## config.mk

```make
export PLATFORM = sky130hd
export DESIGN_NAME = async_serial_port_nine_bit
export DESIGN_NICKNAME = d
export VERILOG_FILES = /design/src/rtl/serial_port_pkg.sv /design/src/rtl/async_serial_port_nine_bit.sv /design/src/rtl/rx_sync.sv
export VERILOG_INCLUDE_DIRS = /design/src /design/src/rtl
export SDC_FILE = /design/constraint.sdc
export NUM_CORES = 1
export LEC_CHECK = 0
export BUFFER_PORTS_ARGS = -buffer_cell sky130_fd_sc_hd__buf_4
export CAP_MARGIN = 20
export CORE_AREA = 2 2 114 116
export DETAILED_ROUTE_END_ITERATION = 8
export DIE_AREA = 0 0 116 118
export PLACE_DENSITY_LB_ADDON = 0.2
export SLEW_MARGIN = 30
export SYNTH_ARGS = -nofsm -noshare
export SYNTH_HDL_FRONTEND = slang
export SYNTH_SLANG_ARGS = --single-unit
export TNS_END_PERCENT = 10
```

## constraint.sdc

```tcl
create_clock -name sys_clk -period 6.55 [get_ports sys_clk]
set_input_delay 0.9825 -clock sys_clk [delete_from_list [all_inputs] [get_ports sys_clk]]
set_output_delay 0.9825 -clock sys_clk [all_outputs]
set_load 0.02 [all_outputs]
```

## src/rtl/serial_port_consts.svh

```systemverilog
// Constants for the nine-bit asynchronous serial port
`ifndef SERIAL_PORT_CONSTS_SVH
`define SERIAL_PORT_CONSTS_SVH

// ============================================================
// Register byte offsets
`define OFF_SCTL        12'h000
`define OFF_SERIAL_BUFFER        12'h004
`define OFF_PWR         12'h008
`define OFF_ADDR        12'h00C
`define OFF_BCAST       12'h010
`define OFF_TOVF        12'h014

// ============================================================
// Serial control bit positions
`define B_RXDONE        0
`define B_TXDONE        1
`define B_RX9           2
`define B_TX9           3
`define B_RXEN          4
`define B_MPEN          5
`define B_MSHI          6
`define B_MSLO          7
// Power control bit positions
`define B_FEACC         6
`define B_BDBL          7

// ============================================================
// Timing counts
`define SLICE_LAST      4'hF
`define VOTE_S0         4'h7
`define VOTE_S1         4'h8
`define VOTE_S2         4'h9
`define FRAME11_BITS    4'hB
`define FRAME10_BITS    4'hA
`define OSC_DIV_SLOW    5'h03
`define OSC_DIV_FAST    5'h01
`define TMR_DIV_SLOW    1'h1
`define IDLE_LINE       1'h1
`define STOP_BIT        1'h1
`define START_BIT       1'h0

`endif

```

## src/rtl/serial_port_pkg.sv

```systemverilog
// Types shared by the serial port design
package serial_port_pkg;
    typedef enum logic [1:0] {
        MODE_SYNC   = 2'h0,
        MODE_ASYNC10 = 2'h1,
        MODE_OSC11  = 2'h2,
        MODE_TMR11  = 2'h3
    } mode_t;

    typedef enum logic [1:0] {
        RX_IDLE  = 2'h0,
        RX_START = 2'h1,
        RX_DATA  = 2'h2
    } rx_state_t;
endpackage

```

## src/rtl/async_serial_port_nine_bit.sv

```systemverilog
// Nine-bit asynchronous serial port with AHB-Lite register access
`timescale 1ns/100ps
`include "serial_port_consts.svh"

// Notes on behaviour
// - Eleven-bit frame: start, eight LSB-first, ninth, stop.
// - Received ninth bit stored in status.
// - Oscillator mode baud is clock/32 or /64.
// - Buffer write starts; bits align to slice rollover.
// - Transmit done set as stop bit starts.
// - Receive only when enabled; start on falling edge.
// - Falling edge resets slice counter immediately.
// - Bit is majority of slices seven, eight, nine.
// - Two select bits choose four modes.
// - Missing stop bit flags framing error.
// - Control bit seven maps via access select.
// - Framing error only set by hardware, software clears.
// - Multiprocessor nine-bit modes need address match.
// - Address frames carry ninth bit high.
// - Multiprocessor off: every frame sets receive done.
// - Ten-bit multiprocessor: valid stop and address match.
// - Ten-bit mode stores stop bit as ninth.
// - Timer modes baud is overflow/16 or /32.
module async_serial_port_nine_bit (
    input  wire logic        sys_clk,
    input  wire logic        rst,
    input  wire logic        hsel,
    input  wire logic [11:0] haddr,
    input  wire logic [1:0]  htrans,
    input  wire logic        hwrite,
    input  wire logic [2:0]  hsize,
    input  wire logic [31:0] hwdata,
    input  wire logic        hready,
    output logic      [31:0] hrdata,
    output logic             hreadyout,
    output logic             hresp,
    input  wire logic        timerOverflow,
    input  wire logic        rxdPin,
    output logic             txdPin
);
    import serial_port_pkg::*;

    // ============================================================
    // Register state
    logic        msLo_r;
    logic        msHi_r;
    logic        mpEn_r;
    logic        rxEn_r;
    logic        tx9_r;
    logic        rx9_r;
    logic        txDone_r;
    logic        rxDone_r;
    logic        frameErr_r;
    logic        feAccSel_r;
    logic        baudDbl_r;
    logic [7:0]  txBuf_r;
    logic [7:0]  rxBuf_r;
    logic [7:0]  givenAddr_r;
    logic [7:0]  bcastAddr_r;
    logic       wrPend_r;
    logic [11:0] wrAddr_r;

    // Serial datapath state
    logic [4:0] oscDiv_r;
    logic       tmrHalf_r;
    logic [3:0] txSlice_r;
    logic [3:0] rxSlice_r;
    logic       txBusy_r;
    logic       txArm_r;
    logic [3:0] txCount_r;
    logic [9:0] txShift_r;
    rx_state_t  rxState_r;
    logic [3:0] rxCount_r;
    logic [8:0] rxShift_r;
    logic [2:0] vote_r;
    logic       rxPrev_r;
    logic       rxLine;

    // ============================================================
    // Pin synchroniser
    rx_sync u_rx_sync (
        .sys_clk (sys_clk),
        .rst     (rst),
        .pinIn   (rxdPin),
        .pinSync (rxLine)
    );

    // ============================================================
    // Shared helpers
    // Majority of three slices so one noisy sample cannot flip a bit
    function automatic logic majority3(input logic [2:0] s);
        majority3 = (s[0] & s[1]) | (s[0] & s[2]) | (s[1] & s[2]);
    endfunction

    // Address compare, shared by the given and broadcast checks
    function automatic logic byteMatch(input logic [7:0] a, input logic [7:0] b);
        byteMatch = (a == b);
    endfunction

    // ============================================================
    // Bus decode
    // Reads answer at once; writes land one cycle later in the data phase
    wire   busTake  = hsel && hready && htrans[1];
    wire   busWrite = busTake && hwrite;
    wire   wrSctl   = wrPend_r && (wrAddr_r == `OFF_SCTL);
    wire   wrSbuf   = wrPend_r && (wrAddr_r == `OFF_SERIAL_BUFFER);
    wire   wrPwr    = wrPend_r && (wrAddr_r == `OFF_PWR);
    wire   wrGiven  = wrPend_r && (wrAddr_r == `OFF_ADDR);
    wire   wrBcast  = wrPend_r && (wrAddr_r == `OFF_BCAST);
    // No wait states: every address phase is taken at once
    assign hreadyout = 1'b1;
    assign hresp     = 1'b0;

    wire   [1:0] modeBits = {msHi_r, msLo_r};
    wire   isAsync  = (modeBits != MODE_SYNC);
    wire   is11     = (modeBits == MODE_OSC11) || (modeBits == MODE_TMR11);
    wire   useTimer = (modeBits == MODE_ASYNC10) || (modeBits == MODE_TMR11);

    // ============================================================
    // Sixteen-times baud tick
    // oscillator divide gives /32 or /64 after the slice counter
    wire   oscTick  = (oscDiv_r == (baudDbl_r ? `OSC_DIV_FAST : `OSC_DIV_SLOW));
    // timer overflow halved unless doubled, giving /16 or /32
    wire   tmrTick  = timerOverflow && (baudDbl_r || tmrHalf_r);
    wire   tick     = isAsync && (useTimer ? tmrTick : oscTick);
    wire   txRoll   = tick && (txSlice_r == `SLICE_LAST);
    wire   rxRoll   = tick && (rxSlice_r == `SLICE_LAST);
    // stop bit leaves on this rollover, so the done flag rises with it
    // Raising it one rollover later would cost a whole bit time per frame
    wire   txStopOut = txRoll && txBusy_r && (txCount_r == 4'h1);

    // ============================================================
    // Receive decisions
    // two-of-three majority
    wire   bitVal   = majority3(vote_r);
    wire   fallEdge = rxPrev_r && !rxLine;
    wire   lastRx   = rxRoll && (rxState_r == RX_DATA) &&
                      (rxCount_r == (is11 ? `FRAME11_BITS - 4'h2 : `FRAME10_BITS - 4'h2));
    // The slot voted at the last rollover is the stop bit in both lengths
    wire   stopBit  = bitVal;
    // Eleven-bit frames keep the ninth bit above the byte; ten-bit ones do not
    wire   ninthBit = is11 ? rxShift_r[8] : bitVal;
    wire   [7:0] rxByte = is11 ? rxShift_r[7:0] : rxShift_r[8:1];
    wire   addrHit  = byteMatch(rxByte, givenAddr_r) || byteMatch(rxByte, bcastAddr_r);
    // sampled one in stop slot is valid
    wire   stopOk   = (stopBit == `STOP_BIT);
    // nine-bit modes need ninth high and match
    // address frames carry ninth bit high
    wire   mp11Pass = (ninthBit == 1'b1) && addrHit;
    // ten-bit modes need valid stop and match
    wire   mp10Pass = stopOk && addrHit;
    wire   mpPass   = !mpEn_r || (is11 ? mp11Pass : mp10Pass);
    wire   rxAccept = lastRx && mpPass;

    // ============================================================
    // Read mux; bit seven chooses error flag or select bit
    wire   bit7     = feAccSel_r ? frameErr_r : msLo_r;
    wire   [7:0] sctlRd = {bit7, msHi_r, mpEn_r, rxEn_r, tx9_r, rx9_r, txDone_r, rxDone_r};
    wire   [31:0] rdMux =
        (haddr == `OFF_SCTL)  ? {24'h000000, sctlRd} :
        (haddr == `OFF_SERIAL_BUFFER)  ? {24'h000000, rxBuf_r} :
        (haddr == `OFF_PWR)   ? {24'h000000, baudDbl_r, feAccSel_r, 6'h00} :
        (haddr == `OFF_ADDR)  ? {24'h000000, givenAddr_r} :
        (haddr == `OFF_BCAST) ? {24'h000000, bcastAddr_r} : 32'h00000000;

    // ============================================================
    // Bus data phase and read data register
    always_ff @(posedge sys_clk or posedge rst) begin
        if (rst) begin
            wrPend_r <= 1'b0;
            wrAddr_r <= 12'h000;
            hrdata   <= 32'h00000000;
        end else begin
            wrPend_r <= busWrite;
            wrAddr_r <= busTake ? haddr : wrAddr_r;
            hrdata   <= (busTake && !hwrite) ? rdMux : hrdata;
        end
    end

    // ============================================================
    // Control register writes; hardware sets win over clears
    always_ff @(posedge sys_clk or posedge rst) begin
        if (rst) begin
            msLo_r      <= 1'b0;
            msHi_r      <= 1'b0;
            mpEn_r      <= 1'b0;
            rxEn_r      <= 1'b0;
            tx9_r       <= 1'b0;
            frameErr_r  <= 1'b0;
            feAccSel_r  <= 1'b0;
            baudDbl_r   <= 1'b0;
            givenAddr_r <= 8'h00;
            bcastAddr_r <= 8'h00;
            txBuf_r     <= 8'h00;
        end else begin
            if (wrSctl) begin
                msHi_r <= hwdata[`B_MSHI];
                mpEn_r <= hwdata[`B_MPEN];
                rxEn_r <= hwdata[`B_RXEN];
                tx9_r  <= hwdata[`B_TX9];
                // bit seven steered by access select
                if (!feAccSel_r) begin
                    msLo_r <= hwdata[`B_MSLO];
                end
            end
            // only set by hardware, set beats clear
            if (lastRx && !stopOk) begin
                frameErr_r <= 1'b1;
            end else if (wrSctl && feAccSel_r && !hwdata[`B_MSLO]) begin
                frameErr_r <= 1'b0;
            end
            if (wrPwr) begin
                baudDbl_r  <= hwdata[`B_BDBL];
                feAccSel_r <= hwdata[`B_FEACC];
            end
            if (wrGiven) givenAddr_r <= hwdata[7:0];
            if (wrBcast) bcastAddr_r <= hwdata[7:0];
            if (wrSbuf) txBuf_r <= hwdata[7:0];
        end
    end

    // ============================================================
    // Completion flags; set wins over a software clear
    always_ff @(posedge sys_clk or posedge rst) begin
        if (rst) begin
            txDone_r <= 1'b0;
            rxDone_r <= 1'b0;
            rx9_r    <= 1'b0;
            rxBuf_r  <= 8'h00;
        end else begin
            txDone_r <= txStopOut ? 1'b1 :
                        (wrSctl ? hwdata[`B_TXDONE] & txDone_r : txDone_r);
            rxDone_r <= rxAccept ? 1'b1 :
                        (wrSctl ? hwdata[`B_RXDONE] & rxDone_r : rxDone_r);
            if (rxAccept) begin
                rx9_r   <= ninthBit;
                rxBuf_r <= rxByte;
            end else if (wrSctl) begin
                rx9_r <= hwdata[`B_RX9];
            end
        end
    end

    // ============================================================
    // Baud prescale
    always_ff @(posedge sys_clk or posedge rst) begin
        if (rst) begin
            oscDiv_r  <= 5'h00;
            tmrHalf_r <= 1'b0;
            txSlice_r <= 4'h0;
        end else begin
            oscDiv_r  <= oscTick ? 5'h00 : oscDiv_r + 5'h01;
            tmrHalf_r <= timerOverflow ? ~tmrHalf_r : tmrHalf_r;
            txSlice_r <= tick ? txSlice_r + 4'h1 : txSlice_r;
        end
    end

    // ============================================================
    // Transmitter
    // bits change only on slice rollover; a write only forces the line idle
    // shift start, data LSB first, ninth, stop
    always_ff @(posedge sys_clk or posedge rst) begin
        if (rst) begin
            txBusy_r  <= 1'b0;
            txArm_r   <= 1'b0;
            txCount_r <= 4'h0;
            txShift_r <= 10'h3FF;
            txdPin    <= `IDLE_LINE;
        // Rewriting the buffer mid-frame abandons the frame in flight
        end else if (wrSbuf && isAsync) begin
            txArm_r   <= 1'b1;
            txBusy_r  <= 1'b0;
            txdPin    <= `IDLE_LINE;
        end else if (txRoll && txArm_r) begin
            txArm_r   <= 1'b0;
            txBusy_r  <= 1'b1;
            txdPin    <= `START_BIT;
            txShift_r <= is11 ? {`STOP_BIT, tx9_r, txBuf_r} : {`STOP_BIT, `STOP_BIT, txBuf_r};
            txCount_r <= is11 ? `FRAME11_BITS - 4'h1 : `FRAME10_BITS - 4'h1;
        end else if (txRoll && txBusy_r) begin
            txdPin    <= (txCount_r == 4'h0) ? `IDLE_LINE : txShift_r[0];
            txShift_r <= {`STOP_BIT, txShift_r[9:1]};
            txCount_r <= txCount_r - 4'h1;
            txBusy_r  <= (txCount_r != 4'h0);
        end
    end

    // ============================================================
    // Receiver
    always_ff @(posedge sys_clk or posedge rst) begin
        if (rst) begin
            rxState_r <= RX_IDLE;
            rxSlice_r <= 4'h0;
            rxCount_r <= 4'h0;
            rxShift_r <= 9'h000;
            vote_r    <= 3'h7;
            rxPrev_r  <= `IDLE_LINE;
        end else begin
            rxPrev_r <= rxLine;
            if (tick && rxSlice_r == `VOTE_S0) vote_r[0] <= rxLine;
            if (tick && rxSlice_r == `VOTE_S1) vote_r[1] <= rxLine;
            if (tick && rxSlice_r == `VOTE_S2) vote_r[2] <= rxLine;
            unique case (rxState_r)
                RX_IDLE: begin
                    rxSlice_r <= tick ? rxSlice_r + 4'h1 : rxSlice_r;
                    // enabled receiver starts on falling edge
                    if (rxEn_r && isAsync && fallEdge) begin
                        rxSlice_r <= 4'h0;
                        rxCount_r <= 4'h0;
                        rxState_r <= RX_START;
                    end
                end
                RX_START: begin
                    rxSlice_r <= tick ? rxSlice_r + 4'h1 : rxSlice_r;
                    // False start bit returns to idle
                    if (rxRoll) rxState_r <= bitVal ? RX_IDLE : RX_DATA;
                end
                RX_DATA: begin
                    rxSlice_r <= tick ? rxSlice_r + 4'h1 : rxSlice_r;
                    if (rxRoll) begin
                        rxShift_r <= {bitVal, rxShift_r[8:1]};
                        rxCount_r <= rxCount_r + 4'h1;
                        if (lastRx) rxState_r <= RX_IDLE;
                    end
                end
                default: rxState_r <= RX_IDLE;
            endcase
        end
    end
endmodule

```

## src/rtl/rx_sync.sv

```systemverilog
// Two-flop synchroniser for an asynchronous pin
`timescale 1ns/100ps
module rx_sync (
    input  wire logic sys_clk,
    input  wire logic rst,
    input  wire logic pinIn,
    output logic      pinSync
);
    logic stage1_r;

    // ============================================================
    // Synchroniser
    // Line idles high, so reset to one avoids a false start
    always_ff @(posedge sys_clk or posedge rst) begin
        if (rst) begin
            stage1_r <= 1'b1;
            pinSync  <= 1'b1;
        end else begin
            stage1_r <= pinIn;
            pinSync  <= stage1_r;
        end
    end
endmodule

```

==> flow_summary.html <==
<table>
<tr><th>Metric</th><th>Value</th></tr>
<tr><th colspan="2">Status</th></tr>
<tr><td>Status</td><td>finished, final reports clean</td></tr>
<tr><th colspan="2">STA</th></tr>
<tr><td>Max frequency</td><td>346 MHz</td></tr>
<tr><td>Headroom to the max-slew limit</td><td>about 40%</td></tr>
<tr><td>Final worst path period share</td><td>44.1%</td></tr>
<tr><td>Final count of pins violating max slew</td><td>0</td></tr>
<tr><td>Worst hold slack across all endpoints</td><td>approximately 0.36 ns</td></tr>
<tr><td>RSZ-0062 raised after global routing</td><td>false</td></tr>
<tr><td>Pin slew with the least headroom to its limit</td><td>0.892 ns</td></tr>
<tr><td>Time the worst path needs with I/O delays and setup</td><td>2.89 ns</td></tr>
<tr><td>Number of setup violations in the final report</td><td>0</td></tr>
<tr><td>Clock tree skew after final layout</td><td>0.00885 ns</td></tr>
<tr><td>Setup TNS Final</td><td>0 ns</td></tr>
<tr><td>Final Hold Viols</td><td>0</td></tr>
<tr><th colspan="2">Logic synthesis</th></tr>
<tr><td>Most numerous cell types in the synthesized netlist</td><td>sky130_fd_sc_hd__dfrtp_1 (99), sky130_fd_sc_hd__mux2_2 (59), sky130_fd_sc_hd__nor2_1 (41)</td></tr>
<tr><td>Mean instance size in the synthesized netlist</td><td>10.7 um^2</td></tr>
<tr><td>Post-synthesis cell area</td><td>between 6000 and 7000 um^2</td></tr>
<tr><td>Top cell type's share of synthesized area</td><td>40.4%</td></tr>
<tr><td>Dominant cells by area after synthesis</td><td>sky130_fd_sc_hd__dfrtp_1 (40%), sky130_fd_sc_hd__mux2_2 (11%), sky130_fd_sc_hd__dfstp_2 (6.9%), sky130_fd_sc_hd__mux2i_1 (4.6%), sky130_fd_sc_hd__xnor2_1 (3.3%)</td></tr>
<tr><td>Most common cell in the synthesized netlist</td><td>sky130_fd_sc_hd__dfrtp_1</td></tr>
<tr><td>Share of synthesized registers carrying an async set or reset</td><td>100%</td></tr>
<tr><td>Flops &amp; latches, synth</td><td>115</td></tr>
<tr><td>Number of synthesized flops with an enable pin</td><td>0</td></tr>
<tr><td>Gate count of the mapped netlist</td><td>about 570</td></tr>
<tr><td>Post-synth cell types</td><td>53</td></tr>
<tr><td>Sequential cell area fraction in the yosys report</td><td>47.2%</td></tr>
<tr><td>YS warnings</td><td>0</td></tr>
<tr><td>Biggest area consumer among synthesized cells</td><td>sky130_fd_sc_hd__dfrtp_1</td></tr>
<tr><td>Most used flip-flop cell after synthesis</td><td>sky130_fd_sc_hd__dfrtp_1</td></tr>
<tr><th colspan="2">Clock network</th></tr>
<tr><td>CTS Hold Buffers Added</td><td>0</td></tr>
<tr><td>Clock network latency to the later pin of the worst-skew pair</td><td>0.42 ns</td></tr>
<tr><td>CTS clock-pin slew for the worst setup and hold paths</td><td>0.05 ns</td></tr>
<tr><td>Largest buffer count on any clock path</td><td>2</td></tr>
<tr><td>Count of instances resized after the clock tree is built</td><td>0</td></tr>
<tr><td>Depth of the CTS H-tree</td><td>4</td></tr>
<tr><td>Buffer cell driving the clock tree root</td><td>sky130_fd_sc_hd__clkbuf_16</td></tr>
<tr><td>Cts bufs inserted</td><td>17</td></tr>
<tr><td>TritonCTS clock tree</td><td>yes</td></tr>
<tr><td>Clock Sink Count</td><td>115</td></tr>
<tr><td>Post-CTS setup buffer count</td><td>0</td></tr>
<tr><th colspan="2">Floorplanning</th></tr>
<tr><td>Area enclosed by the die boundary</td><td>about 14000 um^2</td></tr>
<tr><td>Y dimension of the die</td><td>around 120 um</td></tr>
<tr><td>DIE WIDTH</td><td>116 um</td></tr>
<tr><td>Std-Cell Rows</td><td>41</td></tr>
<tr><td>Ports placed on the boundary</td><td>just over 90</td></tr>
<tr><td>Area of the placeable core</td><td>12400 um^2</td></tr>
<tr><td>Initial core utilization</td><td>49.4%</td></tr>
<tr><th colspan="2">Critical path</th></tr>
<tr><td>Reg-to-reg endpoint</td><td>rxBuf_r[1]</td></tr>
<tr><td>Worst Reg2Reg Path Length in Cells</td><td>6</td></tr>
<tr><td>Launching element of the worst setup path</td><td>oscDiv_r[2]</td></tr>
<tr><td>Largest fanout of any net on the critical path</td><td>18</td></tr>
<tr><td>Type of origin of the critical path</td><td>flop</td></tr>
<tr><td>Capture point of the critical path</td><td>rxBuf_r[1]</td></tr>
<tr><td>Worst Path Required</td><td>6.89 ns</td></tr>
<tr><td>Data arrival time at the worst-slack endpoint</td><td>roughly 3.2 ns</td></tr>
<tr><td>Reg-to-reg startpoint</td><td>oscDiv_r[2]</td></tr>
<tr><td>Crit. End Element</td><td>flop</td></tr>
<tr><td>Flop2flop setup slack</td><td>3.66 ns</td></tr>
<tr><td>Startpoint-to-endpoint class of the critical path</td><td>flop to flop</td></tr>
<tr><th colspan="2">Job</th></tr>
<tr><td>MaxCap Viol Count</td><td>0</td></tr>
<tr><th colspan="2">Global route</th></tr>
<tr><td>Vias in the first global route</td><td>4398</td></tr>
<tr><td>Initial antenna violation count</td><td>0</td></tr>
<tr><td>Grt total ovfl</td><td>0</td></tr>
<tr><td>Maximum number of pins on one net before global-route repair</td><td>71</td></tr>
<tr><td>GRT Util Overall</td><td>about a fifth</td></tr>
<tr><td>Global-route wire length before repair</td><td>around 22000 um</td></tr>
<tr><th colspan="2">Power</th></tr>
<tr><td>Pwr/cell area</td><td>approximately 270 nW/um^2</td></tr>
<tr><td>Internal Pwr Total</td><td>1400 uW</td></tr>
<tr><td>Part of the total power dissipated in sequential elements</td><td>44.9%</td></tr>
<tr><td>Net Switching</td><td>468 uW</td></tr>
<tr><td>Switch share</td><td>25.1%</td></tr>
<tr><td>Part of the power in combinational logic</td><td>a little over a tenth</td></tr>
<tr><td>Leakage power</td><td>0.00323 uW</td></tr>
<tr><td>VDD IR max</td><td>0.171 mV</td></tr>
<tr><td>Proportion of power drawn by the clock network</td><td>44.3%</td></tr>
<tr><th colspan="2">Finish</th></tr>
<tr><td>Fraction of final layout cells sized beyond drive strength 1</td><td>23.2%</td></tr>
<tr><td>Area growth from synthesis to final layout</td><td>13.8%</td></tr>
<tr><td>Fill cell total of the finished layout</td><td>1097</td></tr>
<tr><td>Count of nets after finishing</td><td>between 600 and 700</td></tr>
<tr><td>Number of diodes</td><td>0</td></tr>
<tr><th colspan="2">Routing</th></tr>
<tr><td>Drt total wl</td><td>13200 um</td></tr>
<tr><td>Mean number of vias per cell</td><td>around 5.6</td></tr>
<tr><td>Number of nets with antenna violations after detailed routing</td><td>0</td></tr>
<tr><td>Uppermost layer routed</td><td>met4</td></tr>
<tr><td>Length of the first detailed-routing pass in iterations</td><td>4</td></tr>
<tr><td>Residual DRC</td><td>0</td></tr>
<tr><td>Met1 wire length</td><td>5990 um</td></tr>
<tr><td>Initial DRC count</td><td>272</td></tr>
<tr><td>Detailed-route wire length per cell</td><td>approximately 17 um</td></tr>
<tr><td>Total number of vias</td><td>4395</td></tr>
<tr><td>Wire length on met3</td><td>546 um</td></tr>
<tr><td>Total met2 wirelength after detailed routing</td><td>roughly 6400 um</td></tr>
<tr><th colspan="2">Placement</th></tr>
<tr><td>Half-perimeter wire length of the detailed placement result</td><td>9000 um</td></tr>
<tr><td>Last weighted congestion value of the routability-driven placer</td><td>0.830</td></tr>
<tr><td>Port Buffers</td><td>36</td></tr>
<tr><th colspan="2">Worst hold path</th></tr>
<tr><td>Path type of the worst min-delay path</td><td>flop to flop</td></tr>
</table>
[layout make-up]
class,instances,area (um^2),share of cell area (%)
inverters,17,66.3,0.950
well taps,172,215,3.08
clock inverters,6,57.6,0.825
clock buffers,26,469,6.72
flip-flops and latches,115,2900,41.5
repair buffers,40,304,4.36
multi-input cells,412,2970,42.5
[power groups by stage]
stage	logic (uW)	clock network (uW)	registers [uW]
final	201	828	838
after global routing	228	875	847
after CTS	204	845	838
after detailed placement	202	0	847
after global placement	195	0	844
after floorplan	172	0	830
[cells by family after synthesis]
group | Yosys count | share of synthesized area [%]
AOI/OAI and AO/OA | 89 | 10.0
xor gates and xnor gates | 33 | 4.71
adders and majority gates | 14 | 2.82
buffers and inverters | 70 | 6.00
DFF | 115 | 47.2
muxes | 87 | 15.4
other | 2 | 0.122
and+or+nand+nor | 163 | 13.7
[how the worst min path moves through the flow]
stage	startpoint	to	cells past startpoint
after CTS	u_rx_sync.stage1_r	u_rx_sync.pinSync	0
after floorplan	u_rx_sync.stage1_r	u_rx_sync.pinSync	0
final	u_rx_sync.stage1_r	u_rx_sync.pinSync	0
after global placement	u_rx_sync.stage1_r	u_rx_sync.pinSync	0
after detailed placement	u_rx_sync.stage1_r	u_rx_sync.pinSync	0
after global routing	u_rx_sync.stage1_r	u_rx_sync.pinSync	0
[metrics by stage]
step	util (%)	power [uW]	instances	area (um^2)	worst slack, ns
2_1_floorplan	-	1000	597	6220	2.55
3_3_place_gp	51.8	1040	755	6430	3.14
3_5_place_dp	51.9	1050	756	6440	3.22
4_1_cts	56.1	1890	788	6970	3.39
5_1_grt	56.2	1950	788	6980	3.35
6_report	56.2	1870	788	6980	3.66
[routing by layer]
metal,track usage [%],up-vias
met1,26.8,2202
met5,0,-
met4,6.18,0
met2,33.7,104
met3,5.41,18
li1,-,2071
[flip-flops by register name, indices dropped and copies added (netlist names), 2 cells and up]
signal and cells:
wrAddr_r 12, rxShift_r 9, rxBuf_r 8, vote_r 3, txSlice_r 4, oscDiv_r 5, txBuf_r 8, givenAddr_r 8
rxCount_r 4, rxSlice_r 4, rxState_r 2, hrdata 8, bcastAddr_r 8, txCount_r 4, txShift_r 9
[cell usage in the layout (no fill, tap or decap), types with 17 or more instances in the layout]
cell type	instances
sky130_fd_sc_hd__a21oi_1	19
sky130_fd_sc_hd__buf_4	39
sky130_fd_sc_hd__clkbuf_16	17
sky130_fd_sc_hd__conb_1	26
sky130_fd_sc_hd__dfrtp_1	99
sky130_fd_sc_hd__mux2_2	59
sky130_fd_sc_hd__mux2i_1	28
sky130_fd_sc_hd__nand2_1	32
sky130_fd_sc_hd__nand3_1	29
sky130_fd_sc_hd__nor2_1	41
sky130_fd_sc_hd__o21ai_0	22
sky130_fd_sc_hd__xnor2_1	23
[worst max-delay path: stages (launching register included)]
cell                      delay [ns]
sky130_fd_sc_hd__dfrtp_1        0.41
sky130_fd_sc_hd__nor4b_1        0.46
sky130_fd_sc_hd__a41o_1         0.58
sky130_fd_sc_hd__nand4_1        0.55
sky130_fd_sc_hd__buf_4          0.39
sky130_fd_sc_hd__o311a_1        0.34
sky130_fd_sc_hd__nand3_1        0.08
Note: power is estimated with default switching activity, not from simulation.
